## src/rtl/sqc_regs.svh

```systemverilog
// Register offsets, reset values and timing counts for storm/QoS config
`ifndef SQC_REGS_SVH
`define SQC_REGS_SVH
`define SQC_OFS_STORM_HIGH 8'h06
`define SQC_OFS_STORM_LOW 8'h07
`define SQC_OFS_TEST_A 8'h08
`define SQC_OFS_TEST_B 8'h09
`define SQC_OFS_TEST_C 8'h0a
`define SQC_OFS_HOST_CLK 8'h0b
`define SQC_OFS_MAP_LOW 8'h0c
`define SQC_OFS_MAP_HIGH 8'h0d
`define SQC_RST_STORM_HIGH 3'h0
`define SQC_RST_STORM_LOW 8'h63
`define SQC_RST_TEST_A 8'h00
`define SQC_RST_TEST_B 8'h24
`define SQC_RST_TEST_C 8'h35
`define SQC_RST_CLK_SEL 2'h2
`define SQC_RST_CLK_RSVD 6'h08
`define SQC_RST_MAP_LOW 8'h50
`define SQC_RST_MAP_HIGH 8'hfa
`define SQC_CLK_SEL_LSB 6
`define SQC_LIMIT_W 11
`define SQC_CLK_PERIOD_NS 10
`define SQC_PERIOD_FAST_MS 67
`define SQC_PERIOD_SLOW_MS 500
`define SQC_PERIOD_FAST_CYC \
  (`SQC_PERIOD_FAST_MS * 1000000 / `SQC_CLK_PERIOD_NS)
`define SQC_PERIOD_SLOW_CYC \
  (`SQC_PERIOD_SLOW_MS * 1000000 / `SQC_CLK_PERIOD_NS)
`endif

```

## src/rtl/sqc_pkg.sv

```systemverilog
// Types shared by the storm/QoS configuration block
package sqc_pkg;
  typedef struct packed {
    logic wr;
    logic rd;
    logic [7:0] addr;
    logic [7:0] wdata;
  } sqc_req_t;
  typedef enum logic [1:0] {
    SQC_CLK_31M = 2'h0,
    SQC_CLK_62M = 2'h1,
    SQC_CLK_125M = 2'h2
  } sqc_clk_sel_t;
endpackage

```

## src/rtl/sqc_top.sv

```systemverilog
// Global storm limit, factory test, host clock and 802.1p map registers
//
// Contract
// - Storm limit is upper 3 bits joined with low 8 bits, in 64-byte blocks.
// - Metering period is 67 ms at 100 Mbps, 500 ms at 10 Mbps.
// - Low storm rate field resets to 0x63.
// - Limit applies per input port over each period.
// - Test registers 0x08-0x0A are read-only: 0x00, 0x24, 0x35.
// - Bits 7-6 of 0x0B select host clock 31.25/62.5/125 MHz, reset 10.
// - Tagged frame priority comes from the 2-bit field indexed by the tag.
// - Register 0x0C holds tags 0..3 in bits 1-0, 3-2, 5-4, 7-6.
// - Tags 0 and 1 reset to 00, tags 2 and 3 to 01.
// - Register 0x0D bits 7-6 tag 7, bits 5-4 tag 6, reset 11.
// - Bits 5-0 of 0x0B are read-only, reading 00,10,0,0.
// - Upper storm limit bits sit in 0x06 bits 2-0, reset 000.
// - Register 0x0D bits 3-2 tag 5, bits 1-0 tag 4, reset 10.
`timescale 1ns/1ps
`include "sqc_regs.svh"
module sqc_top #(
  parameter int NPORTS = 3,
  parameter int FAST_CYC = `SQC_PERIOD_FAST_CYC,
  parameter int SLOW_CYC = `SQC_PERIOD_SLOW_CYC
) (
  input wire logic CLOCK_I,
  input wire logic RESETN_I,
  input wire sqc_pkg::sqc_req_t REG_REQ_I,
  output logic [7:0] REG_RDATA_O,
  input wire logic [NPORTS-1:0] BCAST_BLK_I,
  input wire logic [NPORTS-1:0] PORT_10M_I,
  output logic [NPORTS-1:0] STORM_PASS_O,
  output logic [NPORTS-1:0] STORM_DROP_O,
  input wire logic TAG_VALID_I,
  input wire logic [2:0] TAG_I,
  output logic PRIO_VALID_O,
  output logic [1:0] PRIO_O,
  output sqc_pkg::sqc_clk_sel_t HOST_CLK_SEL_O
);

  function automatic logic [1:0] map_field(input logic [7:0] lo,
                                           input logic [7:0] hi,
                                           input logic [2:0] tag);
    logic [15:0] m;
    m = {hi, lo};
    return m[{tag, 1'b0} +: 2];
  endfunction

  // Register file
  logic [2:0] storm_high_r, storm_high_nxt;
  logic [7:0] storm_low_r, storm_low_nxt;
  sqc_pkg::sqc_clk_sel_t clk_sel_nxt;
  logic [7:0] map_low_r, map_low_nxt;
  logic [7:0] map_high_r, map_high_nxt;
  logic [7:0] rdata_nxt;
  logic [`SQC_LIMIT_W-1:0] limit;

  assign limit = {storm_high_r, storm_low_r};

  always_comb begin
    storm_high_nxt = storm_high_r;
    storm_low_nxt = storm_low_r;
    clk_sel_nxt = HOST_CLK_SEL_O;
    map_low_nxt = map_low_r;
    map_high_nxt = map_high_r;
    rdata_nxt = REG_RDATA_O;
    // Writes to read-only offsets and reserved bits are simply dropped
    if (REG_REQ_I.wr) begin
      unique case (REG_REQ_I.addr)
        `SQC_OFS_STORM_HIGH: storm_high_nxt = REG_REQ_I.wdata[2:0];
        `SQC_OFS_STORM_LOW: storm_low_nxt = REG_REQ_I.wdata;
        `SQC_OFS_HOST_CLK: clk_sel_nxt = sqc_pkg::sqc_clk_sel_t'(
          REG_REQ_I.wdata[`SQC_CLK_SEL_LSB +: 2]);
        `SQC_OFS_MAP_LOW: map_low_nxt = REG_REQ_I.wdata;
        `SQC_OFS_MAP_HIGH: map_high_nxt = REG_REQ_I.wdata;
        default: ;
      endcase
    end
    if (REG_REQ_I.rd) begin
      unique case (REG_REQ_I.addr)
        `SQC_OFS_STORM_HIGH: rdata_nxt = {5'h00, storm_high_r};
        `SQC_OFS_STORM_LOW: rdata_nxt = storm_low_r;
        `SQC_OFS_TEST_A: rdata_nxt = `SQC_RST_TEST_A;
        `SQC_OFS_TEST_B: rdata_nxt = `SQC_RST_TEST_B;
        `SQC_OFS_TEST_C: rdata_nxt = `SQC_RST_TEST_C;
        `SQC_OFS_HOST_CLK: rdata_nxt = {HOST_CLK_SEL_O,
                                       `SQC_RST_CLK_RSVD};
        `SQC_OFS_MAP_LOW: rdata_nxt = map_low_r;
        `SQC_OFS_MAP_HIGH: rdata_nxt = map_high_r;
        default: rdata_nxt = 8'h00;
      endcase
    end
  end

  always_ff @(posedge CLOCK_I or negedge RESETN_I) begin
    if (!RESETN_I) begin
      storm_high_r <= `SQC_RST_STORM_HIGH;
      storm_low_r <= `SQC_RST_STORM_LOW;
      HOST_CLK_SEL_O <= sqc_pkg::SQC_CLK_125M;
      map_low_r <= `SQC_RST_MAP_LOW;
      map_high_r <= `SQC_RST_MAP_HIGH;
      REG_RDATA_O <= 8'h00;
    end else begin
      storm_high_r <= storm_high_nxt;
      storm_low_r <= storm_low_nxt;
      HOST_CLK_SEL_O <= clk_sel_nxt;
      map_low_r <= map_low_nxt;
      map_high_r <= map_high_nxt;
      REG_RDATA_O <= rdata_nxt;
    end
  end

  // Priority lookup, one cycle latency
  logic prio_valid_nxt;
  logic [1:0] prio_nxt;

  always_comb begin
    prio_valid_nxt = TAG_VALID_I;
    prio_nxt = TAG_VALID_I ? map_field(map_low_r, map_high_r, TAG_I)
                           : PRIO_O;
  end

  always_ff @(posedge CLOCK_I or negedge RESETN_I) begin
    if (!RESETN_I) begin
      PRIO_VALID_O <= 1'b0;
      PRIO_O <= 2'h0;
    end else begin
      PRIO_VALID_O <= prio_valid_nxt;
      PRIO_O <= prio_nxt;
    end
  end

  // Storm metering, one period timer per port since speeds differ
  logic [31:0] per_cnt_r [NPORTS];
  logic [31:0] per_cnt_nxt [NPORTS];
  logic [`SQC_LIMIT_W-1:0] blk_cnt_r [NPORTS];
  logic [`SQC_LIMIT_W-1:0] blk_cnt_nxt [NPORTS];
  logic [NPORTS-1:0] per_end;
  logic [NPORTS-1:0] pass_nxt;
  logic [NPORTS-1:0] drop_nxt;

  always_comb begin
    for (int p = 0; p < NPORTS; p++) begin
      // Compare with >= so a speed change mid-period cannot overrun
      per_end[p] = PORT_10M_I[p] ? (per_cnt_r[p] >= 32'(SLOW_CYC - 1))
                                 : (per_cnt_r[p] >= 32'(FAST_CYC - 1));
      per_cnt_nxt[p] = per_end[p] ? 32'h0 : per_cnt_r[p] + 32'h1;
      blk_cnt_nxt[p] = per_end[p] ? '0 : blk_cnt_r[p];
      pass_nxt[p] = 1'b0;
      drop_nxt[p] = 1'b0;
      if (BCAST_BLK_I[p]) begin
        if (per_end[p]) begin
          // A block on the boundary opens the new period
          pass_nxt[p] = (limit != '0);
          drop_nxt[p] = (limit == '0);
          blk_cnt_nxt[p] = (limit != '0) ? `SQC_LIMIT_W'(1) : '0;
        end else if (blk_cnt_r[p] < limit) begin
          pass_nxt[p] = 1'b1;
          blk_cnt_nxt[p] = blk_cnt_r[p] + `SQC_LIMIT_W'(1);
        end else begin
          drop_nxt[p] = 1'b1;
        end
      end
    end
  end

  always_ff @(posedge CLOCK_I or negedge RESETN_I) begin
    if (!RESETN_I) begin
      for (int p = 0; p < NPORTS; p++) begin
        per_cnt_r[p] <= 32'h0;
        blk_cnt_r[p] <= '0;
      end
      STORM_PASS_O <= '0;
      STORM_DROP_O <= '0;
    end else begin
      for (int p = 0; p < NPORTS; p++) begin
        per_cnt_r[p] <= per_cnt_nxt[p];
        blk_cnt_r[p] <= blk_cnt_nxt[p];
      end
      STORM_PASS_O <= pass_nxt;
      STORM_DROP_O <= drop_nxt;
    end
  end

  // Checks
  for (genvar g = 0; g < NPORTS; g++) begin : g_chk

  end
endmodule

```

## config.mk

```make
export PLATFORM = sky130hd
export DESIGN_NAME = sqc_top
export DESIGN_NICKNAME = d
export VERILOG_FILES = /design/src/rtl/sqc_pkg.sv /design/src/rtl/sqc_top.sv
export VERILOG_INCLUDE_DIRS = /design/src /design/src/rtl
export SDC_FILE = /design/constraint.sdc
export NUM_CORES = 1
export LEC_CHECK = 0
export ABC_AREA = 1
export BUFFER_PORTS_ARGS = -buffer_cell sky130_fd_sc_hd__buf_2
export CELL_PAD_IN_SITES_DETAIL_PLACEMENT = 1
export CELL_PAD_IN_SITES_GLOBAL_PLACEMENT = 2
export CORE_MARGIN = 10
export CORE_UTILIZATION = 39
export CTS_CLUSTER_SIZE = 20
export DETAILED_ROUTE_END_ITERATION = 6
export PLACE_DENSITY = 0.94
export SLEW_MARGIN = 20
export SYNTH_ARGS = -nofsm -noshare
export SYNTH_HDL_FRONTEND = slang
export SYNTH_SLANG_ARGS = --single-unit
```

## constraint.sdc

```tcl
create_clock -name CLOCK_I -period 3.8 [get_ports CLOCK_I]
set_clock_uncertainty 0.2 [all_clocks]
set_input_delay 0.76 -clock CLOCK_I [delete_from_list [all_inputs] [get_ports CLOCK_I]]
set_output_delay 0.76 -clock CLOCK_I [all_outputs]
set_load 0.005 [all_outputs]
```

==> out/summary.txt, run 1 <==
====================================================================================
M3 GR Usage                                                                   0.0217
DRT Pass-1 Iters                                                                   4
Tot GR Track Use                                                               0.162
Top Ports                                                                         49
Routed vias                                                                     8735
Antenna-violating nets left                                                        0
Achievable frequency                                                         403 MHz
Buffers inserted during post-CTS setup optimization                                0
First-pass GRT wire length                                                  45100 um
Number of cells on the worst reg-to-reg path                                      12
Internal Pwr Total                                                           3.03 mW
Level count of the clock H-tree                                                    4
Synthesized flop and latch total                                                 175
Final-layout fill cell count                                                    3168
Sort of element at the end of the critical path                            flip-flop
Buffer type at the clock tree root                                      sky130_fd_sc_hd__clkbuf_16
Signal arrival time at the worst endpoint                                    2.60 ns
Worst IR Drop VDD                                                             259 uV
Number of synthesized flops with an enable pin                                     0
Proportion of power drawn by flip-flops and latches                            0.474
Area of combinational cells with multiple inputs                          4860 sq um
Via count of the first global-routing pass                                      9264
Clk pin slew, worst setup/hold paths                                         0.07 ns
Slew of the pin with the lowest slew margin                                 0.660 ns
CP Class                                                                     reg2reg
Aggregate routed wire length                                                25700 um
Initial DRC Count                                                                422
# resized after CTS                                                                0
Antenna violations before repair                                                   0
Initial core utilization                                                       0.396
RR Startpoint                                                           storm_low_r[6]
Cells after Synth                                                               1325
TritonCTS Sinks                                                                  175
Met1 Usage GRT                                                                 0.211
Routability congestion estimate                                                0.830
Max_cap viols                                                                      0
Result of the run                                                          completed
Type of the worst min-delay path                                            in2async
Net total in the final layout                                                   1463
Average cell area after synthesis                                         7.52 sq um
Kind of start point of the critical path                                   flip-flop
Max Root-Sink Buffers                                                              2
Critical Path Fanout Max                                                           8
Storage cell area                                                         4400 sq um
Required time worst endpoint                                                 3.92 ns
Number of diodes                                                                   0
Detailed placement HPWL                                                     19200 um
Overall die area                                                         32400 sq um
Total clock buffers created by CTS                                                17
Final Critical Period                                                        2.48 ns
Finished layout cell area                                                11200 sq um
Layout cells sized above 1                                                     0.103
Rel. slew slack                                                                0.560
Finish-stage setup viols                                                           0
Pre-CTS setup slack                                                          1.32 ns
Post-route total power                                                       4.11 mW
Power density normalized to cell area                                    366 nW/um^2
Netlist area before placement                                             9970 sq um
Layout-stage area growth over the synthesis result                             12.7%
Average vias per placed instance                                                5.02
RSZ-0062 raised after global routing                                           false
Combinational power share                                                      0.080
Yosys warnings                                                                     0
Worst setup slack for register-to-register paths                             1.32 ns
Chip width                                                                    180 um
Number of buffers inserted for hold repair after clock tree synthesis              0
Switching part of the total power                                              0.262
Proportion of synthesized flip-flops having asynchronous set or reset           1.00
Leakage power total                                                          5.09 nW
Ys flop type                                                            sky130_fd_sc_hd__dfrtp_1
DR DRC count                                                                       0
Hold Fails Final Rpt                                                               0
Aggregate negative setup slack                                                  0 ns
Number of core rows                                                               58
Number of distinct library cells after synthesis                                  46
Maximum number of pins on one net before global-route repair                      67
Share of power burned in the clock network                                     0.446
Insertion delay to the later sink of the worst-skew pair                     0.43 ns
Number of input and output port buffers inserted                                  48
TritonCTS clock tree                                                           built
Overflow left after global routing                                                 0
Switch Pwr                                                                   1.08 mW
Final number of max-transition violations                                          0
Grt peak-use layer                                                              met2
Share of the cycle needed by the critical path after routing                   0.653
Average routed wire per standard cell                                        14.8 um
End of the worst register-to-register path                              blk_cnt_r[10]
Met2 Track Usage GR                                                            0.277
Post-layout worst setup margin                                               1.32 ns
Share of the yosys chip area belonging to registers                            0.441
Dpl cell area                                                            10600 sq um
Die Span Y                                                                    180 um
Core area                                                                25200 sq um
====================================================================================
[cell type report]
type / instances / area share
Tap cell: 330 / 0.0368
Multi-Input combinational cell: 976 / 0.433
Inverter: 176 / 0.0590
Clock inverter: 13 / 0.0136
Clock buffer: 19 / 0.0403
Sequential cell: 175 / 0.391
Timing Repair Buffer: 51 / 0.0262
[flip-flops by register name, summed over array words and instances, names as in the netlist]
name	cells
blk_cnt_r	33
storm_low_r	8
map_low_r	8
REG_RDATA_O	8
STORM_DROP_O	3
PRIO_VALID_O	1
STORM_PASS_O	3
HOST_CLK_SEL_O	2
PRIO_O	2
per_cnt_r	96
map_high_r	8
storm_high_r	3
[Yosys cell counts, types with 3 or more instances]
cell	instances	area share
sky130_fd_sc_hd__clkbuf_1	4	0.0015
sky130_fd_sc_hd__nor4_1	3	0.0019
sky130_fd_sc_hd__a31oi_1	8	0.0050
sky130_fd_sc_hd__nor3_1	47	0.024
sky130_fd_sc_hd__o21ai_1	8	0.0040
sky130_fd_sc_hd__ha_1	36	0.045
sky130_fd_sc_hd__nor2_1	211	0.079
sky130_fd_sc_hd__nor3b_1	11	0.0083
sky130_fd_sc_hd__nand2_1	327	0.12
sky130_fd_sc_hd__nor2_2	10	0.0063
sky130_fd_sc_hd__dfrtp_1	162	0.41
sky130_fd_sc_hd__nand4_1	22	0.014
sky130_fd_sc_hd__o211ai_1	9	0.0068
sky130_fd_sc_hd__dfstp_2	13	0.034
sky130_fd_sc_hd__xnor2_1	7	0.0062
sky130_fd_sc_hd__o21ai_0	72	0.036
sky130_fd_sc_hd__xor2_1	20	0.018
sky130_fd_sc_hd__nand2_2	7	0.0044
sky130_fd_sc_hd__nand3_2	8	0.0080
sky130_fd_sc_hd__inv_1	169	0.064
sky130_fd_sc_hd__nor3_2	6	0.0060
sky130_fd_sc_hd__inv_2	5	0.0019
sky130_fd_sc_hd__nand3_1	69	0.035
sky130_fd_sc_hd__a21oi_1	51	0.026
sky130_fd_sc_hd__nor2_4	4	0.0045
sky130_fd_sc_hd__buf_2	3	0.0015
sky130_fd_sc_hd__buf_6	6	0.0068
[worst max path at each step]
| stage | from | end | slack, ns |
|---|---|---|---|
| floorplan | storm_low_r[6] | blk_cnt_r[21] | 1.71 |
| global placement | storm_low_r[6] | blk_cnt_r[10] | 1.44 |
| detailed placement | storm_low_r[6] | blk_cnt_r[10] | 1.32 |
| CTS | storm_low_r[6] | blk_cnt_r[10] | 1.31 |
| global route | storm_low_r[6] | blk_cnt_r[10] | 1.06 |
| finish | storm_low_r[6] | blk_cnt_r[10] | 1.32 |
[through the flow]
stage | hold slack [ns] | std cells | util
4_1_cts | 0.151 | 1740 | 0.446
3_5_place_dp | 0.265 | 1708 | 0.422
6_report | 0.138 | 1740 | 0.446
5_1_grt | 0.169 | 1740 | 0.446
2_1_floorplan | 0.230 | 1342 | -
3_3_place_gp | 0.250 | 1708 | 0.422
[layout by cell type (no fill, tap or decap), types with 4 or more instances in the layout]
cell	netlist	routed
sky130_fd_sc_hd__nor3_1	47	47
sky130_fd_sc_hd__nor2_2	10	10
sky130_fd_sc_hd__o211ai_1	9	9
sky130_fd_sc_hd__a31oi_1	8	8
sky130_fd_sc_hd__dfrtp_1	162	162
sky130_fd_sc_hd__nand3_1	69	69
sky130_fd_sc_hd__nand2_2	7	7
sky130_fd_sc_hd__inv_2	5	5
sky130_fd_sc_hd__clkbuf_16	0	17
sky130_fd_sc_hd__xor2_1	20	20
sky130_fd_sc_hd__nand4_1	22	22
sky130_fd_sc_hd__nor2_4	4	4
sky130_fd_sc_hd__nor3_2	6	6
sky130_fd_sc_hd__xnor2_1	7	7
sky130_fd_sc_hd__conb_1	1	18
sky130_fd_sc_hd__nor3b_1	11	11
sky130_fd_sc_hd__nand2_1	327	327
sky130_fd_sc_hd__nor2_1	211	211
sky130_fd_sc_hd__a21oi_1	51	51
sky130_fd_sc_hd__o21ai_0	72	72
sky130_fd_sc_hd__dfstp_2	13	13
sky130_fd_sc_hd__nand3_2	8	8
sky130_fd_sc_hd__buf_2	3	47
sky130_fd_sc_hd__inv_1	169	169
sky130_fd_sc_hd__o21ai_1	8	8
sky130_fd_sc_hd__ha_1	36	36
sky130_fd_sc_hd__inv_6	0	4
[kinds of logic (layout without fill, tap and decap cells)]
logic type                 Yosys count  after routing  synth area share
buffers and inverters              191            259            0.0778
other                                1             18          0.000376
xor gates and xnor gates            27             27            0.0237
DFF                                175            175             0.441
AOI/OAI and AO/OA                  156            156            0.0838
and+or+nand+nor                    737            737             0.326
muxes                                2              2           0.00201
adders and majority gates           36             36            0.0452
[per-layer routing]
layer	vias up	share of wire
met2	85	0.48
li1	4364	-
met5	-	0
met4	0	0.011
met3	23	0.020
met1	4263	0.49
[critical path, cell delays in order, from the launching register on]
cell and delay, ns:
sky130_fd_sc_hd__dfstp_2 0.55, sky130_fd_sc_hd__inv_1 0.10, sky130_fd_sc_hd__ha_1 0.32, sky130_fd_sc_hd__nand2_1 0.09
sky130_fd_sc_hd__inv_1 0.04, sky130_fd_sc_hd__nand2_1 0.05, sky130_fd_sc_hd__nand2_1 0.04, sky130_fd_sc_hd__nand2_1 0.10
sky130_fd_sc_hd__nand2_1 0.06, sky130_fd_sc_hd__nor2b_1 0.39, sky130_fd_sc_hd__nand3_1 0.17, sky130_fd_sc_hd__o21ai_0 0.21
sky130_fd_sc_hd__nor2_1 0.05
[power groups by stage]
stage | sequential, mW | combinational, mW | clock (mW)
final | 1.95 | 0.330 | 1.83
after global routing | 1.95 | 0.389 | 1.95
after CTS | 1.95 | 0.338 | 1.87
after detailed placement | 1.98 | 0.337 | 0
after global placement | 1.98 | 0.327 | 0
after floorplan | 1.97 | 0.189 | 0
No activity file was read; power rests on OpenSTA's default activity.
==> run 2: changes to the inputs <==
CORE_UTILIZATION = 33   (was 39)
PLACE_DENSITY = 0.85   (was 0.94)
clock period = 2.2 ns   (was 3.8 ns; I/O delays follow)
==> out/summary.txt, run 2 (synthesized netlist as in run 1, its figures left out) <==
===========================================================================
Result of the run                                                 completed
Storage cell area                                                4400 sq um   unchanged
Number of diodes                                                          0   unchanged
Slew of the pin with the lowest slew margin                        0.517 ns   -0.143 ns
CP Class                                                            reg2reg
Combinational power share                                             0.104   +0.024
Routed vias                                                            8761   +0.30%
Internal Pwr Total                                                  5.31 mW   +75%
Finish-stage setup viols                                                  0   unchanged
Number of flip-flops under the largest register name                     96   unchanged
Number of core rows                                                      63   +8.6%
Initial core utilization                                              0.335   -0.0604
Detailed placement HPWL                                            20200 um   +5.2%
Layout cells sized above 1                                            0.162   +0.0591
Overflow left after global routing                                        0   unchanged
WHS Path Cells                                                            3
Max_cap viols                                                             0   unchanged
Rel. slew slack                                                       0.653   +0.0924
Area of combinational cells with multiple inputs                 5150 sq um   +5.9%
Antenna-violating nets left                                               0   unchanged
Tot GR Track Use                                                      0.142   -0.0193
Share of power burned in the clock network                            0.433   -0.013
Critical Path Fanout Max                                                  8   unchanged
Average routed wire per standard cell                               14.7 um   -0.77%
Type of the worst min-delay path                                     in2reg
Signal arrival time at the worst endpoint                           2.29 ns   -0.31 ns
Maximum number of pins on one net before global-route repair             46   -31%
Number of input and output port buffers inserted                         48   unchanged
Worst setup slack for register-to-register paths                    0.04 ns   -1.27 ns
Achievable frequency                                                464 MHz   +15%
Non-filler cells in the finished layout                                1841   +5.8%
Switch Pwr                                                          1.94 mW   +80%
Power density normalized to cell area                           604 nW/um^2   +65%
Kind of start point of the critical path                          flip-flop
Antenna violations before repair                                          0   unchanged
Post-route total power                                              7.25 mW   +76%
Total clock buffers created by CTS                                       17   unchanged
Initial DRC Count                                                       393   -6.9%
Sort of element at the end of the critical path                   flip-flop
Number of cells on the worst reg-to-reg path                             10   -2
Most used cells in the layout excluding fill and tap cells     sky130_fd_sc_hd__nand2_1, sky130_fd_sc_hd__nor2_1, sky130_fd_sc_hd__dfrtp_1, sky130_fd_sc_hd__inv_1, sky130_fd_sc_hd__o21ai_0
Worst Hold Path EP                                             blk_cnt_r[0]
Layout-stage area growth over the synthesis result                    20.3%
Clk pin slew, worst setup/hold paths                                0.07 ns   about the same
Overall die area                                                37600 sq um   +16%
DR DRC count                                                              0   unchanged
Aggregate routed wire length                                       27000 um   +5.0%
Buffer type at the clock tree root                             sky130_fd_sc_hd__clkbuf_16
Hold Fails Final Rpt                                                      0   unchanged
Chip width                                                           194 um   +7.7%
Aggregate negative setup slack                                         0 ns   unchanged
Final Critical Period                                               2.16 ns   -0.325 ns
Max Root-Sink Buffers                                                     2   unchanged
Proportion of power drawn by flip-flops and latches                   0.463   -0.011
RR Startpoint                                                  storm_high_r[2]
Largest reg by FF count                                           per_cnt_r
Die Span Y                                                           194 um   +7.7%
Via count of the first global-routing pass                             9245   -0.21%
TritonCTS Sinks                                                         175   unchanged
Switching part of the total power                                     0.267   +0.00485
Worst IR Drop VDD                                                    518 uV   +100%
Cell Count Post-Placement                                              1804   +5.6%
Top Ports                                                                49   unchanged
RSZ-0062 raised after global routing                                   true
Share of the cycle needed by the critical path after routing          0.980   +0.327
Routability congestion estimate                                       0.814   -2.0%
Insertion delay to the later sink of the worst-skew pair            0.44 ns   about the same
Leakage power total                                                 5.36 nW   +5.4%
Level count of the clock H-tree                                           4   unchanged
Leading registers by flop count                                per_cnt_r x96, blk_cnt_r x33
Average vias per placed instance                                       4.76   -5.2%
End of the worst register-to-register path                     blk_cnt_r[9]
TritonCTS clock tree                                                  built
Final-layout fill cell count                                           3683   +16%
Required time worst endpoint                                        2.33 ns   -1.59 ns
First-pass GRT wire length                                         45500 um   +0.92%
Final number of max-transition violations                                 0   unchanged
Core area                                                       29700 sq um   +18%
Launch point of the worst hold path                            BCAST_BLK_I[2]
Most common cell after layout, fill and taps aside             sky130_fd_sc_hd__nand2_1
Net total in the final layout                                          1504   +2.8%
DRT Pass-1 Iters                                                          4   unchanged
===========================================================================
## run 2: cell count changes in the layout (fill, tap and decap cells not counted), moves of 6 or more
cell | before | now
sky130_fd_sc_hd__nand3_1 | 69 | 63
sky130_fd_sc_hd__nor2_2 | 10 | 16
sky130_fd_sc_hd__nor3_1 | 47 | 41
sky130_fd_sc_hd__nor2_1 | 211 | 201
sky130_fd_sc_hd__buf_12 | 2 | 8
sky130_fd_sc_hd__ha_1 | 36 | 28
sky130_fd_sc_hd__ha_4 | 0 | 8
sky130_fd_sc_hd__nand2_2 | 7 | 16
sky130_fd_sc_hd__buf_4 | 1 | 30
sky130_fd_sc_hd__nor3_2 | 6 | 12
sky130_fd_sc_hd__inv_1 | 169 | 160
sky130_fd_sc_hd__nand2_1 | 327 | 317
## run 2: stage by stage
step,setup WS (ns),hold WS [ns],cell area [sq um],util
CTS,-0.000303,0.0608,11700,0.393
finish,0.0449,0.0767,12000,0.403
floorplan,0.111,-0.0556,10000,-
detailed placement,-0.0859,0.227,11000,0.371
global route,-0.0802,0.0722,12000,0.403
global placement,0.00961,0.210,11000,0.371
## run 2: final cells by class
type,count,area share
Clock buffer,19,0.0369
Clock inverter,13,0.0125
Inverter,176,0.0564
Multi-Input combinational cell,976,0.429
Sequential cell,175,0.367
Tap cell,390,0.0407
Timing Repair Buffer,92,0.0576
## run 2: worst max-delay path by stage
stage / start / endpoint / slack (ns) / depth (start not counted)
6_report: storm_high_r[2] / blk_cnt_r[9] / 0.04 / 10
5_1_grt: storm_low_r[6] / blk_cnt_r[9] / -0.08 / 13
4_1_cts: storm_low_r[1] / blk_cnt_r[26] / -0.0003 / 14
3_5_place_dp: storm_low_r[6] / blk_cnt_r[21] / -0.09 / 14
3_3_place_gp: storm_low_r[6] / blk_cnt_r[21] / 0.01 / 14
2_1_floorplan: storm_low_r[6] / blk_cnt_r[21] / 0.11 / 14
## run 2: routing by layer
metal | vias to the layer above | share of wire | GRT usage
li1 | 4457 | - | -
met1 | 4232 | 0.47 | 0.183
met2 | 53 | 0.50 | 0.243
met3 | 19 | 0.018 | 0.0247
met4 | 0 | 0.0098 | 0.0338
met5 | - | 0 | 0
## run 2: power groups by stage
stage | clock (mW) | combinational [mW] | sequential [mW]
6_report | 3.14 | 0.754 | 3.36
5_1_grt | 3.37 | 0.853 | 3.37
4_1_cts | 3.23 | 0.703 | 3.36
3_5_place_dp | 0 | 0.682 | 3.42
3_3_place_gp | 0 | 0.660 | 3.41
2_1_floorplan | 0 | 0.326 | 3.41
## run 2: worst max-delay path, stage by stage, from the launching register on
cell                      delay (ns)
sky130_fd_sc_hd__dfrtp_1        0.39
sky130_fd_sc_hd__inv_1          0.15
sky130_fd_sc_hd__ha_1           0.28
sky130_fd_sc_hd__a21o_1         0.22
sky130_fd_sc_hd__nor2_4         0.16
sky130_fd_sc_hd__nand2_1        0.07
sky130_fd_sc_hd__nor2b_1        0.11
sky130_fd_sc_hd__buf_4          0.16
sky130_fd_sc_hd__nand4_1        0.11
sky130_fd_sc_hd__nor2_1         0.14
sky130_fd_sc_hd__nor2_1         0.06
## run 2: what timing repair did
item                                    4_1_cts  5_1_grt
pin swaps                                     2       16
hold buffers                                  2        0
setup buffers                                 0        3
hold endpoints to repair                     36        0
endpoints found under the setup margin       11       71
resized for setup                            12       63
==> run 3: changes to the inputs <==
CTS_BUF_LIST = sky130_fd_sc_hd__clkbuf_4 sky130_fd_sc_hd__clkbuf_8 sky130_fd_sc_hd__clkbuf_16   (was default)
==> out/summary.txt, run 3 (synthesized netlist as in run 1, its figures left out) <==
=================================================================================
Result of the run                                                       completed
Routed vias                                                                  8757   -0.046%
Buffer type at the clock tree root                                   sky130_fd_sc_hd__clkbuf_16
Top Ports                                                                      49   unchanged
Highest metal used                                                           met4
CP Class                                                                  reg2reg
Average routed wire per standard cell                                     14.7 um   +0.13%
RSZ-0062 raised after global routing                                         true
Proportion of power drawn by flip-flops and latches                         0.462   about the same
Max Root-Sink Buffers                                                           2   unchanged
Final hold slack                                                        0.0770 ns   +0.000314 ns
DR DRC count                                                                    0   unchanged
Critical Path Fanout Max                                                        8   unchanged
Total clock buffers created by CTS                                             17   unchanged
Post-layout worst setup margin                                          0.0425 ns   -0.00240 ns
Critical Path Most Common Cell                                       sky130_fd_sc_hd__nor2_1
First-pass GRT wire length                                               45500 um   about the same
Number of input and output port buffers inserted                               48   unchanged
Level count of the clock H-tree                                                 4   unchanged
Cell Count Post-Placement                                                    1804   unchanged
Hold Fails Final Rpt                                                            0   unchanged
Initial core utilization                                                    0.335   unchanged
Antenna-violating nets left                                                     0   unchanged
Power density normalized to cell area                                 605 nW/um^2   +0.16%
Clk pin slew, worst setup/hold paths                                      0.07 ns   about the same
Post-route total power                                                    7.26 mW   +0.20%
Final number of max-transition violations                                       0   unchanged
Average vias per placed instance                                             4.76   about the same
Antenna violations before repair                                                0   unchanged
Achievable frequency                                                      464 MHz   -0.11%
Layout-stage area growth over the synthesis result                          20.3%   about the same
Slew of the pin with the lowest slew margin                              0.517 ns   +0.00000936 ns
Final Critical Period                                                     2.16 ns   +0.00240 ns
Switching part of the total power                                           0.267   about the same
TritonCTS clock tree                                                        built
Pre-CTS setup slack                                                    -0.0859 ns   unchanged
Metal-1 WL                                                               12900 um   +0.48%
Routed length on met3                                                      447 um   -8.8%
Routability congestion estimate                                             0.814   unchanged
Sort of element at the end of the critical path                         flip-flop
Max_cap viols                                                                   0   unchanged
Net total in the final layout                                                1504   unchanged
Overall die area                                                      37600 sq um   unchanged
Number of flip-flops under the largest register name                           96   unchanged
Aggregate routed wire length                                             27000 um   +0.13%
Required time worst endpoint                                              2.33 ns   about the same
CP delay by family, top                                              simple AND/OR/NAND/NOR gates
Largest reg by FF count                                                 per_cnt_r
Cells along the critical path                                        inv_1 -> ha_1 -> a21o_1 -> nor2_4 -> nand2_1 -> nor2b_1 -> buf_4 -> nand4_1 -> nor2_1 -> nor2_1
Layout cells sized above 1                                                  0.163   +0.000689
Aggregate negative setup slack                                               0 ns   unchanged
Switch Pwr                                                                1.94 mW   about the same
Worst IR Drop VDD                                                          518 uV   about the same
Share of power burned in the clock network                                  0.434   about the same
Number of diodes                                                                0   unchanged
Met2 wire len                                                            13500 um   +0.13%
DRT Pass-1 Iters                                                                4   unchanged
Signal arrival time at the worst endpoint                                 2.29 ns   about the same
Core area                                                             29700 sq um   unchanged
Critical-path cell with the highest stage delay                      sky130_fd_sc_hd__dfrtp_1
Via count of the first global-routing pass                                   9242   -0.032%
Overflow left after global routing                                              0   unchanged
Insertion delay to the later sink of the worst-skew pair                  0.44 ns   about the same
Finish-stage setup viols                                                        0   unchanged
Detailed placement HPWL                                                  20200 um   unchanged
Leakage power total                                                       5.36 nW   about the same
Tot GR Track Use                                                            0.143   about the same
Combinational power share                                                   0.104   about the same
Non-filler cells in the finished layout                                      1841   unchanged
Most used cells in the layout excluding fill and tap cells           sky130_fd_sc_hd__nand2_1, sky130_fd_sc_hd__nor2_1, sky130_fd_sc_hd__dfrtp_1, sky130_fd_sc_hd__inv_1, sky130_fd_sc_hd__o21ai_0
Number of core rows                                                            63   unchanged
Largest stage delay on the critical path                                  0.39 ns   about the same
TritonCTS Sinks                                                               175   unchanged
Leading registers by flop count                                      per_cnt_r x96, blk_cnt_r x33
Rel. slew slack                                                             0.653   about the same
Die Span Y                                                                 194 um   unchanged
Kind of start point of the critical path                                flip-flop
Most common cell after layout, fill and taps aside                   sky130_fd_sc_hd__nand2_1
Number of buffer and inverter instances along the worst setup path              2   unchanged
Share of the cycle needed by the critical path after routing                0.981   +0.00109
Chip width                                                                 194 um   unchanged
Internal Pwr Total                                                        5.32 mW   +0.23%
Maximum number of pins on one net before global-route repair                   46   unchanged
Initial DRC Count                                                             374   -4.8%
Type of the worst min-delay path                                           in2reg
=================================================================================
## run 3: per-layer routing
metal / vias to the layer above / GRT usage
li1: 4452 / -
met1: 4238 / 0.183
met2: 48 / 0.244
met3: 19 / 0.0247
met4: 0 / 0.0338
met5: - / 0
## run 3: metrics by stage
stage / util / instance area [sq um]
2_1_floorplan: - / 10000
3_3_place_gp: 0.371 / 11000
3_5_place_dp: 0.371 / 11000
4_1_cts: 0.393 / 11700
5_1_grt: 0.404 / 12000
6_report: 0.404 / 12000
## run 3: timing repair
item / in CTS / in global routing
buffers inserted: 0 / 3
resized for setup: 12 / 63
setup endpoints to repair: 11 / 71
hold buffers: 2 / 0
pin swaps: 2 / 16
hold endpoints to repair: 36 / 0
## run 3: worst paths after layout
path | from | to | slack [ns] | depth (start not counted)
max | storm_high_r[2] | blk_cnt_r[9] | 0.04 | 10
min | BCAST_BLK_I[2] | blk_cnt_r[0] | 0.08 | 3
max reg2reg | storm_high_r[2] | blk_cnt_r[9] | 0.04 | 10
min reg2reg | per_cnt_r[32] | per_cnt_r[32] | 0.26 | 1
max in group asynchronous | RESETN_I | map_high_r[3] | 0.85 | 3
min in group asynchronous | RESETN_I | per_cnt_r[83] | 0.30 | 2
## run 3: worst reg2reg max path: stages, from the launching register on
cell                      delay [ns]
sky130_fd_sc_hd__dfrtp_1        0.39
sky130_fd_sc_hd__inv_1          0.15
sky130_fd_sc_hd__ha_1           0.28
sky130_fd_sc_hd__a21o_1         0.22
sky130_fd_sc_hd__nor2_4         0.16
sky130_fd_sc_hd__nand2_1        0.07
sky130_fd_sc_hd__nor2b_1        0.11
sky130_fd_sc_hd__buf_4          0.16
sky130_fd_sc_hd__nand4_1        0.11
sky130_fd_sc_hd__nor2_1         0.14
sky130_fd_sc_hd__nor2_1         0.06
## run 3: final cells by class
type | instances | area, sq um
Clock buffer | 19 | 447
Clock inverter | 13 | 150
Fill cell | 3683 | 17700
Inverter | 176 | 676
Multi-Input combinational cell | 976 | 5150
Sequential cell | 175 | 4400
Tap cell | 390 | 488
Timing Repair Buffer | 92 | 691
## run 3: power groups by stage
stage               Combinational (mW)  Clock (mW)  Sequential, mW
floorplan                        0.326           0            3.41
global placement                 0.660           0            3.41
detailed placement               0.682           0            3.42
CTS                              0.703        3.25            3.36
global route                     0.853        3.38            3.37
finish                           0.754        3.15            3.36
